--- config.mk ---
export PLATFORM = sky130hd
export DESIGN_NAME = rbc_top
export DESIGN_NICKNAME = d
export VERILOG_FILES = /design/src/rbc_pkg.sv /design/src/rbc_backup_mem.sv /design/src/rbc_top.sv
export VERILOG_INCLUDE_DIRS = /design/src
export SDC_FILE = /design/constraint.sdc
export NUM_CORES = 2
export LEC_CHECK = 0
export BUFFER_PORTS_ARGS = -buffer_cell sky130_fd_sc_hd__buf_2
export CORE_UTILIZATION = 38
export DETAILED_ROUTE_END_ITERATION = 10
export GPL_ROUTABILITY_DRIVEN = 0
export HOLD_SLACK_MARGIN = 0.06
export SYNTH_ARGS = -nofsm -noshare
export SYNTH_HDL_FRONTEND = slang
export SYNTH_SLANG_ARGS = --single-unit
--- constraint.sdc ---
create_clock -name core_clk_i -period 4.5 [get_ports core_clk_i]
set_input_delay 0.45 -clock core_clk_i [delete_from_list [all_inputs] [get_ports core_clk_i]]
set_output_delay 0.45 -clock core_clk_i [all_outputs]
set_load 0.01 [all_outputs]
--- src/rbc_cfg.svh ---
`ifndef RBC_CFG_SVH
`define RBC_CFG_SVH

// Register byte offsets
`define RBC_A_TIME 8'h00
`define RBC_A_DATE 8'h04
`define RBC_A_CTRL 8'h08
`define RBC_A_PRESC 8'h0c
`define RBC_A_WAKE 8'h10
`define RBC_A_ALM_A 8'h14
`define RBC_A_ALM_B 8'h18
`define RBC_A_ALM_A_SS 8'h1c
`define RBC_A_ALM_B_SS 8'h20
`define RBC_A_SUBSEC 8'h24
`define RBC_A_STATUS 8'h28
`define RBC_A_MASK 8'h2c
`define RBC_A_TSTAMP 8'h30
`define RBC_A_BKP_BASE 8'h40
`define RBC_A_BKP_END 8'h90
`define RBC_BKP_WORDS 20

// Control field positions
`define RBC_C_FMT12 0
`define RBC_C_ALM_A_EN 1
`define RBC_C_ALM_B_EN 2
`define RBC_C_WAKE_EN 3
`define RBC_C_REF_EN 4
`define RBC_C_REF_60 5
`define RBC_C_CAL_EN 6
`define RBC_C_SRC_LO 8
`define RBC_C_SRC_HI 9
`define RBC_C_WSEL_LO 10
`define RBC_C_WSEL_HI 12
`define RBC_CTRL_W 13

// Status bit positions
`define RBC_S_ALM_A 0
`define RBC_S_ALM_B 1
`define RBC_S_WAKE 2
`define RBC_S_TAMPER 3
`define RBC_S_TSTAMP 4
`define RBC_STAT_W 5

// Reset values
`define RBC_CTRL_RST 13'h0000
`define RBC_PRESC_A_RST 7'h7f
`define RBC_PRESC_S_RST 13'h00ff
`define RBC_WAKE_RST 16'hffff
`define RBC_DATE_RST 32'h0000_2101

// Timing counts
`define RBC_HSE_DIV_TC 7'h7f
`define RBC_REF50_TC 6'h31
`define RBC_REF60_TC 6'h3b

`endif

--- src/rbc_pkg.sv ---
package rbc_pkg;

  // Counting clock source
  typedef enum logic [1:0] {
    RBC_SRC_LSE = 2'h0,
    RBC_SRC_LSI = 2'h1,
    RBC_SRC_HSE = 2'h2,
    RBC_SRC_OFF = 2'h3
  } rbc_clk_src_e;

  typedef logic [31:0] rbc_word_t;

endpackage : rbc_pkg

--- src/rbc_backup_mem.sv ---
`include "rbc_cfg.svh"

module rbc_backup_mem (
  input wire logic core_clk_i,
  input wire logic reset_i,
  input wire logic wr_en_i,
  input wire logic [4:0] wr_idx_i,
  input wire logic [31:0] wr_data_i,
  input wire logic rd_en_i,
  input wire logic rd_sel_i,
  input wire logic [4:0] rd_idx_i,
  input wire logic [31:0] bypass_i,
  output logic [31:0] rd_data_o
);

  logic [31:0] mem [0:`RBC_BKP_WORDS-1];

  // Array has no reset, so words survive every reset
  always_ff @(posedge core_clk_i) begin
    if (wr_en_i) begin
      mem[wr_idx_i] <= wr_data_i;
    end
  end

  // Read register, shared with the register file answer
  always_ff @(posedge core_clk_i) begin
    if (reset_i) begin
      rd_data_o <= 32'h0;
    end else if (rd_en_i) begin
      rd_data_o <= rd_sel_i ? mem[rd_idx_i] : bypass_i;
    end else begin
      rd_data_o <= 32'h0;
    end
  end

endmodule : rbc_backup_mem

--- src/rbc_top.sv ---
// Contract
// - BCD calendar fields, 12 or 24 hour
// - Month length and leap February handled
// - Mains reference may drive the seconds
// - Alarm and periodic events wake chip
// - Sub-second count readable in binary
// - Clock from LSE, LSI or HSE/128
// - Optional 512 Hz calibration output
// - Two alarms with per-field masks
// - 16-bit auto-reload wakeup downcounter
// - 20-bit prescaler, one second default
// - Twenty 32-bit backup words
// - Backup words untouched by any reset
// - Alarm words hold sub-second to date
// - Events drive external interrupt lines
// - Events request exit from Standby
// - No wakeup while on battery supply
`include "rbc_cfg.svh"

module rbc_top (
  input wire logic core_clk_i,
  input wire logic reset_i,
  input wire logic [7:0] reg_addr_i,
  input wire logic [31:0] reg_wdata_i,
  input wire logic reg_wr_i,
  input wire logic reg_rd_i,
  output logic [31:0] reg_rdata_o,
  input wire logic lse_clk_i,
  input wire logic lsi_clk_i,
  input wire logic hse_clk_i,
  input wire logic ref_clk_i,
  input wire logic tamper_i,
  input wire logic tstamp_i,
  input wire logic battery_mode_i,
  output logic irq_o,
  output logic wake_o,
  output logic [3:0] external_interrupt_lines_o,
  output logic cal_out_o
);

  // Alarm comparison of one alarm word against the calendar
  function automatic logic alm_match(input logic [31:0] a, input logic [31:0] s,
                                     input logic [31:0] t, input logic [31:0] d,
                                     input logic [12:0] ss);
    logic day_ok;
    day_ok = a[30] ? (a[26:24] == d[15:13]) : (a[29:24] == d[5:0]);
    return (a[31] | day_ok) & (a[23] | (a[22:16] == t[22:16])) &
           (a[15] | (a[14:8] == t[14:8])) & (a[7] | (a[6:0] == t[6:0])) &
           (~s[31] | (s[12:0] == ss));
  endfunction : alm_match

  // BCD increment of one byte
  function automatic logic [7:0] bcd_inc(input logic [7:0] v);
    logic [7:0] r;
    r = (v[3:0] == 4'h9) ? {v[7:4] + 4'h1, 4'h0} : (v + 8'h01);
    return r;
  endfunction : bcd_inc

  // Pin synchronisers and edge detect
  logic [6:0] pin_s1;
  logic [6:0] pin_s2;
  logic [6:0] pin_s3;
  wire logic [6:0] pin_rise = pin_s2 & ~pin_s3;
  wire logic battery_s = pin_s2[6];

  always_ff @(posedge core_clk_i) begin
    if (reset_i) begin
      pin_s1 <= 7'h00;
      pin_s2 <= 7'h00;
      pin_s3 <= 7'h00;
    end else begin
      pin_s1 <= {battery_mode_i, tstamp_i, tamper_i, ref_clk_i, hse_clk_i, lsi_clk_i, lse_clk_i};
      pin_s2 <= pin_s1;
      pin_s3 <= pin_s2;
    end
  end

  // Software registers
  logic [`RBC_CTRL_W-1:0] ctrl;
  logic [6:0] presc_a;
  logic [12:0] presc_s;
  logic [15:0] wake_reload;
  logic [31:0] alm_a;
  logic [31:0] alm_b;
  logic [31:0] alm_a_ss;
  logic [31:0] alm_b_ss;
  logic [`RBC_STAT_W-1:0] status;
  logic [`RBC_STAT_W-1:0] irq_mask;
  logic [31:0] ts_time;

  // Calendar state
  logic [6:0] sec;
  logic [6:0] min;
  logic [5:0] hr;
  logic pm;
  logic [2:0] wday;
  logic [5:0] date;
  logic [4:0] month;
  logic [7:0] year;

  // Address decode
  wire logic we_time = reg_wr_i & (reg_addr_i == `RBC_A_TIME);
  wire logic we_date = reg_wr_i & (reg_addr_i == `RBC_A_DATE);
  wire logic we_ctrl = reg_wr_i & (reg_addr_i == `RBC_A_CTRL);
  wire logic we_presc = reg_wr_i & (reg_addr_i == `RBC_A_PRESC);
  wire logic we_wake = reg_wr_i & (reg_addr_i == `RBC_A_WAKE);
  wire logic we_alm_a = reg_wr_i & (reg_addr_i == `RBC_A_ALM_A);
  wire logic we_alm_b = reg_wr_i & (reg_addr_i == `RBC_A_ALM_B);
  wire logic we_alm_a_ss = reg_wr_i & (reg_addr_i == `RBC_A_ALM_A_SS);
  wire logic we_alm_b_ss = reg_wr_i & (reg_addr_i == `RBC_A_ALM_B_SS);
  wire logic we_status = reg_wr_i & (reg_addr_i == `RBC_A_STATUS);
  wire logic we_mask = reg_wr_i & (reg_addr_i == `RBC_A_MASK);
  wire logic [7:0] bkp_off = reg_addr_i - `RBC_A_BKP_BASE;
  wire logic [4:0] bkp_idx = bkp_off[6:2];
  wire logic bkp_hit = (reg_addr_i >= `RBC_A_BKP_BASE) & (reg_addr_i < `RBC_A_BKP_END) &
                       (reg_addr_i[1:0] == 2'h0);

  // Control fields
  wire logic fmt12 = ctrl[`RBC_C_FMT12];
  wire logic [2:0] wake_sel = ctrl[`RBC_C_WSEL_HI:`RBC_C_WSEL_LO];
  wire rbc_pkg::rbc_clk_src_e clk_src =
    rbc_pkg::rbc_clk_src_e'(ctrl[`RBC_C_SRC_HI:`RBC_C_SRC_LO]);

  logic [6:0] hse_div;
  wire logic hse_tick = pin_rise[2] & (hse_div == `RBC_HSE_DIV_TC);

  wire logic rtc_tick = (clk_src == rbc_pkg::RBC_SRC_LSE) ? pin_rise[0] :
                        (clk_src == rbc_pkg::RBC_SRC_LSI) ? pin_rise[1] :
                        (clk_src == rbc_pkg::RBC_SRC_HSE) ? hse_tick : 1'b0;

  logic [6:0] apre;
  logic [12:0] subsec;
  wire logic apre_tick = rtc_tick & (apre == 7'h00);
  wire logic spre_tick = apre_tick & (subsec == 13'h0000);
  wire logic presc_load = we_time | we_presc;

  // mains reference counted to one second
  logic [5:0] ref_cnt;
  wire logic [5:0] ref_tc = ctrl[`RBC_C_REF_60] ? `RBC_REF60_TC : `RBC_REF50_TC;
  wire logic ref_tick = pin_rise[3] & (ref_cnt == ref_tc);
  wire logic sec_tick = ctrl[`RBC_C_REF_EN] ? ref_tick : spre_tick;

  // last day of the month with leap years
  wire logic leap = year[4] ? ((year[3:0] == 4'h2) | (year[3:0] == 4'h6)) :
                    ((year[3:0] == 4'h0) | (year[3:0] == 4'h4) | (year[3:0] == 4'h8));
  wire logic m30 = (month == 5'h04) | (month == 5'h06) | (month == 5'h09) | (month == 5'h11);
  wire logic [5:0] last_day = (month == 5'h02) ? (leap ? 6'h29 : 6'h28) :
                              m30 ? 6'h30 : 6'h31;

  wire logic hr_day = fmt12 ? ((hr == 6'h11) & pm) : (hr == 6'h23);
  wire logic wrap_s = sec_tick & (sec == 7'h59);
  wire logic wrap_m = wrap_s & (min == 7'h59);
  wire logic wrap_h = wrap_m & hr_day;
  wire logic wrap_d = wrap_h & (date == last_day);
  wire logic wrap_mo = wrap_d & (month == 5'h12);

  wire logic [7:0] sec_inc = bcd_inc({1'b0, sec});
  wire logic [7:0] min_inc = bcd_inc({1'b0, min});
  wire logic [7:0] hr_inc = bcd_inc({2'h0, hr});
  wire logic [7:0] date_inc = bcd_inc({2'h0, date});
  wire logic [7:0] month_inc = bcd_inc({3'h0, month});
  wire logic [7:0] year_inc = bcd_inc(year);
  wire logic [5:0] hr_step = fmt12 ? ((hr == 6'h12) ? 6'h01 : hr_inc[5:0]) :
                             ((hr == 6'h23) ? 6'h00 : hr_inc[5:0]);

  // Next calendar values, software write first
  wire logic [6:0] next_sec = we_time ? reg_wdata_i[6:0] :
                              !sec_tick ? sec : (sec == 7'h59) ? 7'h00 : sec_inc[6:0];
  wire logic [6:0] next_min = we_time ? reg_wdata_i[14:8] :
                              !wrap_s ? min : (min == 7'h59) ? 7'h00 : min_inc[6:0];
  wire logic [5:0] next_hr = we_time ? reg_wdata_i[21:16] : wrap_m ? hr_step : hr;
  // meridian flips at eleven to twelve
  wire logic next_pm = we_time ? reg_wdata_i[22] :
                       (wrap_m & fmt12 & (hr == 6'h11)) ? ~pm : pm;
  wire logic [2:0] next_wday = we_date ? reg_wdata_i[15:13] :
                               !wrap_h ? wday : (wday == 3'h7) ? 3'h1 : wday + 3'h1;
  wire logic [5:0] next_date = we_date ? reg_wdata_i[5:0] :
                               !wrap_h ? date : (date == last_day) ? 6'h01 : date_inc[5:0];
  wire logic [4:0] next_month = we_date ? reg_wdata_i[12:8] :
                                !wrap_d ? month : (month == 5'h12) ? 5'h01 : month_inc[4:0];
  wire logic [7:0] next_year = we_date ? reg_wdata_i[23:16] :
                               !wrap_mo ? year : (year == 8'h99) ? 8'h00 : year_inc;

  // Packed calendar words
  wire logic [31:0] time_w = {9'h000, pm, hr, 1'b0, min, 1'b0, sec};
  wire logic [31:0] date_w = {8'h00, year, wday, month, 2'h0, date};

  wire logic match_a = ctrl[`RBC_C_ALM_A_EN] & alm_match(alm_a, alm_a_ss, time_w, date_w, subsec);
  wire logic match_b = ctrl[`RBC_C_ALM_B_EN] & alm_match(alm_b, alm_b_ss, time_w, date_w, subsec);
  logic match_a_q;
  logic match_b_q;

  logic [3:0] wdiv;
  logic [16:0] wake_cnt;
  wire logic [3:0] wdiv_mask = 4'hf >> wake_sel[1:0];
  wire logic wake_ck = wake_sel[2] ? sec_tick : (rtc_tick & ((wdiv & wdiv_mask) == wdiv_mask));
  wire logic [16:0] wake_load = {wake_sel[2] & wake_sel[1], wake_reload};
  wire logic wake_en = ctrl[`RBC_C_WAKE_EN];
  wire logic wake_hit = wake_en & wake_ck & (wake_cnt == 17'h00000);

  // Event collection, set wins over write-one clear
  wire logic [`RBC_STAT_W-1:0] stat_set = {pin_rise[5], pin_rise[4], wake_hit,
                                           match_b & ~match_b_q, match_a & ~match_a_q};
  wire logic [`RBC_STAT_W-1:0] stat_clr = we_status ? reg_wdata_i[`RBC_STAT_W-1:0] :
                                                      {`RBC_STAT_W{1'b0}};
  wire logic [`RBC_STAT_W-1:0] next_status = (status & ~stat_clr) | stat_set;

  logic [5:0] cal_div;

  // Calendar and prescaler state
  always_ff @(posedge core_clk_i) begin
    if (reset_i) begin
      sec <= 7'h00;
      min <= 7'h00;
      hr <= 6'h00;
      pm <= 1'b0;
      wday <= 3'(`RBC_DATE_RST >> 13);
      date <= 6'(`RBC_DATE_RST);
      month <= 5'(`RBC_DATE_RST >> 8);
      year <= 8'(`RBC_DATE_RST >> 16);
    end else begin
      sec <= next_sec;
      min <= next_min;
      hr <= next_hr;
      pm <= next_pm;
      wday <= next_wday;
      date <= next_date;
      month <= next_month;
      year <= next_year;
    end
  end

  always_ff @(posedge core_clk_i) begin
    if (reset_i) begin
      apre <= `RBC_PRESC_A_RST;
      subsec <= `RBC_PRESC_S_RST;
    end else if (presc_load) begin
      apre <= we_presc ? reg_wdata_i[22:16] : presc_a;
      subsec <= we_presc ? reg_wdata_i[12:0] : presc_s;
    end else if (rtc_tick) begin
      apre <= (apre == 7'h00) ? presc_a : apre - 7'h01;
      if (apre_tick) begin
        subsec <= (subsec == 13'h0000) ? presc_s : subsec - 13'h0001;
      end
    end
  end

  // Source dividers and reference counter
  always_ff @(posedge core_clk_i) begin
    if (reset_i) begin
      hse_div <= 7'h00;
      ref_cnt <= 6'h00;
      wdiv <= 4'h0;
      cal_div <= 6'h00;
    end else begin
      hse_div <= pin_rise[2] ? hse_div + 7'h01 : hse_div;
      ref_cnt <= !pin_rise[3] ? ref_cnt : ref_tick ? 6'h00 : ref_cnt + 6'h01;
      wdiv <= rtc_tick ? wdiv + 4'h1 : wdiv;
      cal_div <= rtc_tick ? cal_div + 6'h01 : cal_div;
    end
  end

  always_ff @(posedge core_clk_i) begin
    if (reset_i) begin
      wake_cnt <= {1'b0, `RBC_WAKE_RST};
    end else if (!wake_en) begin
      wake_cnt <= wake_load;
    end else if (wake_ck) begin
      wake_cnt <= (wake_cnt == 17'h00000) ? wake_load : wake_cnt - 17'h00001;
    end
  end

  // Control and configuration registers
  always_ff @(posedge core_clk_i) begin
    if (reset_i) begin
      ctrl <= `RBC_CTRL_RST;
      presc_a <= `RBC_PRESC_A_RST;
      presc_s <= `RBC_PRESC_S_RST;
      wake_reload <= `RBC_WAKE_RST;
      irq_mask <= {`RBC_STAT_W{1'b0}};
    end else begin
      ctrl <= we_ctrl ? reg_wdata_i[`RBC_CTRL_W-1:0] : ctrl;
      presc_a <= we_presc ? reg_wdata_i[22:16] : presc_a;
      presc_s <= we_presc ? reg_wdata_i[12:0] : presc_s;
      wake_reload <= we_wake ? reg_wdata_i[15:0] : wake_reload;
      irq_mask <= we_mask ? reg_wdata_i[`RBC_STAT_W-1:0] : irq_mask;
    end
  end

  always_ff @(posedge core_clk_i) begin
    if (reset_i) begin
      alm_a <= 32'h0;
      alm_b <= 32'h0;
      alm_a_ss <= 32'h0;
      alm_b_ss <= 32'h0;
      match_a_q <= 1'b0;
      match_b_q <= 1'b0;
    end else begin
      alm_a <= we_alm_a ? reg_wdata_i : alm_a;
      alm_b <= we_alm_b ? reg_wdata_i : alm_b;
      alm_a_ss <= we_alm_a_ss ? reg_wdata_i : alm_a_ss;
      alm_b_ss <= we_alm_b_ss ? reg_wdata_i : alm_b_ss;
      match_a_q <= match_a;
      match_b_q <= match_b;
    end
  end

  // Status flags and timestamp capture
  always_ff @(posedge core_clk_i) begin
    if (reset_i) begin
      status <= {`RBC_STAT_W{1'b0}};
      ts_time <= 32'h0;
    end else begin
      status <= next_status;
      ts_time <= pin_rise[5] ? time_w : ts_time;
    end
  end

  // Outputs, all registered
  always_ff @(posedge core_clk_i) begin
    if (reset_i) begin
      irq_o <= 1'b0;
      wake_o <= 1'b0;
      external_interrupt_lines_o <= 4'h0;
      cal_out_o <= 1'b0;
    end else begin
      irq_o <= |(status & irq_mask);
      wake_o <= |(status & irq_mask) & ~battery_s;
      external_interrupt_lines_o <= {stat_set[4], stat_set[3], stat_set[2],
                                     stat_set[1] | stat_set[0]};
      cal_out_o <= ctrl[`RBC_C_CAL_EN] & cal_div[5];
    end
  end

  // Register read selection
  wire logic [31:0] rd_val =
    (reg_addr_i == `RBC_A_TIME) ? time_w :
    (reg_addr_i == `RBC_A_DATE) ? date_w :
    (reg_addr_i == `RBC_A_CTRL) ? {19'h0, ctrl} :
    (reg_addr_i == `RBC_A_PRESC) ? {9'h0, presc_a, 3'h0, presc_s} :
    (reg_addr_i == `RBC_A_WAKE) ? {16'h0, wake_reload} :
    (reg_addr_i == `RBC_A_ALM_A) ? alm_a :
    (reg_addr_i == `RBC_A_ALM_B) ? alm_b :
    (reg_addr_i == `RBC_A_ALM_A_SS) ? alm_a_ss :
    (reg_addr_i == `RBC_A_ALM_B_SS) ? alm_b_ss :
    (reg_addr_i == `RBC_A_SUBSEC) ? {19'h0, subsec} :
    (reg_addr_i == `RBC_A_STATUS) ? {27'h0, status} :
    (reg_addr_i == `RBC_A_MASK) ? {27'h0, irq_mask} :
    (reg_addr_i == `RBC_A_TSTAMP) ? ts_time : 32'h0;

  // retained backup words and read register
  rbc_backup_mem u_bkp (
    .core_clk_i(core_clk_i),
    .reset_i(reset_i),
    .wr_en_i(reg_wr_i & bkp_hit),
    .wr_idx_i(bkp_idx),
    .wr_data_i(reg_wdata_i),
    .rd_en_i(reg_rd_i),
    .rd_sel_i(bkp_hit),
    .rd_idx_i(bkp_idx),
    .bypass_i(rd_val),
    .rd_data_o(reg_rdata_o)
  );

endmodule : rbc_top

==> impl_summary.md <==
Outcome
The run finished with clean final reports.

Cells and area
The filler cells instantiated in the layout total 10,200. At the end of the flow the core is filled with cells to 43.7%. The net count of the finished layout is between 3,000 and 4,000. Summing all non-filler instances in the final layout gives an area of 0.0491 mm². The fraction of final layout cells sized beyond drive strength 1 is 16.9%. From synthesis to final layout, the design area changed by 13.9%.

GRT
The first-pass GRT wire length is 196 mm. The remaining global-route overflow is 0. The maximum number of pins on one net before global-route repair is 109. The via count of the first global-routing pass was 28,400. The number of antenna violations at the first check in global routing is 11.

Global routing consumed, over all layers together, a little under a quarter of the routing resources.

Floorplanning
The die covers 0.115 mm². 90 I/O pins were placed. The die is 339 µm tall. The row count is 123. The core region is 0.112 mm².

The floorplan step set the die width to about 340 µm. The initial utilization of the core area, before any placement, comes to 38.3%.

Placement
The count of buffers from port buffering is 89. Prior to clock tree synthesis, the placed netlist has a worst setup slack of 0.941 ns. The placed wire-length estimate is roughly 85 mm. The placement-stage cell area is 0.0455 mm².

STA
Setup violations remaining at the end of the flow were counted as 0. Setup repair after global routing left no endpoint under its margin. At the pin with the least slew margin, the transition time is 1.14 ns. Once routing completed, OpenROAD measured the worst setup slack at around 0.97 ns. The maximum clock frequency is 0.283 GHz. The clock period could shrink to 3.53 ns. The share of the cycle needed by the critical path after routing is 78.5%.

The number of hold-slack violations in the final timing report is 0. The tightest hold path in the finished design has a slack of 0.175 ns. After routing, the total negative slack on setup checks comes to 0 ns.

On the final layout, the worst clock skew is 0.0572 ns. The worst pin sits at a relative slew slack of 23.8%. The final max-slew violation count came to 0.

Worst setup path
The signal on the critical path passes through ha_1, and3b_1, nand3_4, or4_4, a21oi_4, nand4_1, or4_1, a311oi_1. The slowest cell on the critical path is sky130_fd_sc_hd__or4_4. The arrival time of data at the critical path endpoint is 4.15 ns.

STA classifies the critical path startpoint as a flip-flop. In this run the worst path has a maximum fanout of 17. The start-to-end type of the worst setup path is flip-flop to flip-flop.

The worst setup path is captured at a flip-flop. The largest stage delay on the critical path is 0.62 ns. The required time reported for the critical path endpoint is 5.12 ns.

Route
The total wire length after detailed routing is 134 mm. Dividing the detail-routed via count by the number of cells gives approximately 5.9. In the final routed layout, each cell accounts on average for 26.4 µm.

Before antenna repair, the detailed router went through 9 iterations. In this run the remaining antenna-violating nets after routing total 0. For this run, design rule violations remaining after detail routing come to 0. The first routing iteration left 4,137 violations. The overall via count from detail_route is about 30,000.

Worst hold path
In this run the worst hold path is classified as primary input to flip-flop.

Clock tree
TritonCTS built the clock tree. The clock insertion delay at the later pin of the skew report is about 0.74 ns. The buffer count from post-CTS setup fixing is 0.

The number of sinks on the clock net is slightly above 1,000. The total clock buffers created by CTS is 107. The H-tree was split into 3 levels.

The CTS clock-pin slew for the worst setup and hold paths is 0.07 ns. Clock tree synthesis selected as its root buffer the cell sky130_fd_sc_hd__clkbuf_16. The clock tree buffer depth is 3.

Synthesis
The sequential fraction of the synthesis area is roughly three fifths. The most area-hungry cell type in the Yosys netlist is sky130_fd_sc_hd__edfxtp_1. The average footprint of a synthesized cell is about 13 µm². The number of distinct library cells after synthesis is between 90 and 100. The most instantiated flip-flop cell in the synthesis netlist is sky130_fd_sc_hd__edfxtp_1. The cell count after synthesis is 3,450.

The mapped cell area is 0.0431 mm². The synthesis-stage register bit count is 1,012. The async set or reset register ratio after synthesis is 0%. The synthesis warning total is 0. The share of the synthesized area in the top cell type is 44.5%. The net count after synthesis is 3,525. After synthesis, the cell types taking the most area are sky130_fd_sc_hd__edfxtp_1 (45%), sky130_fd_sc_hd__dfxtp_1 (17%), sky130_fd_sc_hd__mux4_2 (9.7%). The number of enable-type register cells in the synthesized netlist is 640.

Pwr
For this design the ratio of total power to cell area is 400 mW/mm². The worst IR drop on VDD is between 0.0002 and 0.0003 V. In this run the static leakage power is between 15 and 20 nW.

Job
The number of violations of the max-capacitance limit is 0.
## metal layers
layer / vias to the layer above / routed length (µm) / global-route usage (%)
met5: - / 61 / 0
met4: 10 / 5350 / 8.67
met3: 323 / 13000 / 5.03
met2: 1533 / 60300 / 35.0
met1: 15000 / 55500 / 31.8
li1: 13100 / - / -
## layout make-up
type,count,area [µm²],area share (%)
clock buffer,135,2850,5.80
tap,1500,1880,3.82
clock inverter,66,712,1.45
inverter,34,128,0.260
antenna,5,12.5,0.0255
sequential,1012,26700,54.3
multi-input combinational,2136,15500,31.5
timing repair buffer,196,1400,2.85
## synthesized netlist by cell type, types with 10 or more instances
cell type	n
sky130_fd_sc_hd__a211oi_1	19
sky130_fd_sc_hd__a21oi_1	286
sky130_fd_sc_hd__a221oi_1	19
sky130_fd_sc_hd__a222oi_1	25
sky130_fd_sc_hd__a22oi_1	20
sky130_fd_sc_hd__a31oi_1	44
sky130_fd_sc_hd__and2_1	10
sky130_fd_sc_hd__and3_1	17
sky130_fd_sc_hd__buf_1	22
sky130_fd_sc_hd__buf_2	34
sky130_fd_sc_hd__clkbuf_1	209
sky130_fd_sc_hd__dfxtp_1	372
sky130_fd_sc_hd__edfxtp_1	640
sky130_fd_sc_hd__ha_1	24
sky130_fd_sc_hd__inv_1	34
sky130_fd_sc_hd__mux2i_1	38
sky130_fd_sc_hd__mux4_2	186
sky130_fd_sc_hd__nand2_1	555
sky130_fd_sc_hd__nand2b_1	12
sky130_fd_sc_hd__nand3_1	90
sky130_fd_sc_hd__nand3b_1	10
sky130_fd_sc_hd__nand4_1	34
sky130_fd_sc_hd__nor2_1	164
sky130_fd_sc_hd__nor2b_1	42
sky130_fd_sc_hd__nor3_1	43
sky130_fd_sc_hd__nor4_1	28
sky130_fd_sc_hd__o2111ai_1	10
sky130_fd_sc_hd__o211ai_1	10
sky130_fd_sc_hd__o21ai_0	106
sky130_fd_sc_hd__o221ai_1	20
sky130_fd_sc_hd__o22ai_1	28
sky130_fd_sc_hd__or3_1	13
sky130_fd_sc_hd__xnor2_1	64
sky130_fd_sc_hd__xor2_1	52
## critical path, delay by kind of cell (launching register included)
family | cells | cell delay, ns
simple gates | 5 | 1.84
compound gates | 2 | 0.72
flops | 1 | 0.61
fa+ha+maj | 1 | 0.26
## worst paths after layout
kind                   start         to  slack (ns)  cells after the start
min          reg_wdata_i[27]  alm_a[27]        0.18                      3
max                   sec[0]    year[6]        0.97                      8
max reg2reg           sec[0]    year[6]        0.97                      8
min reg2reg        pin_s2[6]     wake_o        0.39                      1
## kinds of logic after synthesis
family / synth area share [%]
AOI/OAI and AO/OA: 10.0
xor gates and xnor gates: 2.35
adders and majority gates: 0.696
buffers and inverters: 2.76
DFF: 61.8
muxes: 10.7
and+or+nand+nor: 11.6
## state kept, by name, indices dropped and copies added (netlist names), 7 cells and up
| register | flops |
|---|---|
| u_bkp.rd_data_o | 32 |
| wake_reload | 16 |
| ts_time | 21 |
| presc_a | 7 |
| apre | 7 |
| pin_s2 | 7 |
| wake_cnt | 17 |
| u_bkp.mem | 640 |
| hse_div | 7 |
| sec | 7 |
| alm_a_ss | 32 |
| subsec | 13 |
| pin_s1 | 7 |
| presc_s | 13 |
| alm_a | 32 |
| ctrl | 13 |
| year | 8 |
| min | 7 |
| alm_b_ss | 32 |
| alm_b | 32 |
## report_power, final
group	switching, W	internal, W	total (W)
clock	0.00381	0.00510	0.00891
combinational	0.000562	0.000276	0.000839
sequential	0.0000241	0.00988	0.00990
## placed cells by master (no fill, tap or decap), types with 11 or more instances in the layout
cell / instances
sky130_fd_sc_hd__buf_4: 94
sky130_fd_sc_hd__a211oi_1: 19
sky130_fd_sc_hd__mux2i_1: 38
sky130_fd_sc_hd__o22ai_1: 28
sky130_fd_sc_hd__clkinv_2: 20
sky130_fd_sc_hd__or3_1: 13
sky130_fd_sc_hd__o221ai_1: 20
sky130_fd_sc_hd__nor2_4: 12
sky130_fd_sc_hd__a221oi_1: 19
sky130_fd_sc_hd__clkbuf_16: 107
sky130_fd_sc_hd__nor3_1: 34
sky130_fd_sc_hd__nor2b_1: 41
sky130_fd_sc_hd__nand2_1: 555
sky130_fd_sc_hd__a21oi_1: 285
sky130_fd_sc_hd__and2_1: 11
sky130_fd_sc_hd__inv_1: 33
sky130_fd_sc_hd__ha_1: 24
sky130_fd_sc_hd__and3_1: 17
sky130_fd_sc_hd__a22oi_1: 20
sky130_fd_sc_hd__a222oi_1: 25
sky130_fd_sc_hd__clkinv_1: 17
sky130_fd_sc_hd__clkbuf_1: 21
sky130_fd_sc_hd__a31oi_1: 44
sky130_fd_sc_hd__o21ai_0: 106
sky130_fd_sc_hd__nand4_1: 34
sky130_fd_sc_hd__buf_2: 84
sky130_fd_sc_hd__edfxtp_1: 640
sky130_fd_sc_hd__dfxtp_1: 372
sky130_fd_sc_hd__nor2_1: 150
sky130_fd_sc_hd__xnor2_1: 64
sky130_fd_sc_hd__xor2_1: 52
sky130_fd_sc_hd__nand3_1: 90
sky130_fd_sc_hd__nand2b_1: 12
sky130_fd_sc_hd__nor4_1: 26
sky130_fd_sc_hd__mux4_2: 186
## what timing repair did
action	CTS	global route
hold endpoints to repair	7	0
resized for setup	0	0
hold buffers	7	0
## stage by stage
stage | power, W | std cells
3_5_place_dp | 0.0109 | 4871
5_1_grt | 0.0202 | 5081
2_1_floorplan | 0.0106 | 3450
4_1_cts | 0.0197 | 5079
6_report | 0.0197 | 5084
3_3_place_gp | 0.0109 | 4871
Note: power is estimated with default switching activity, not from simulation.
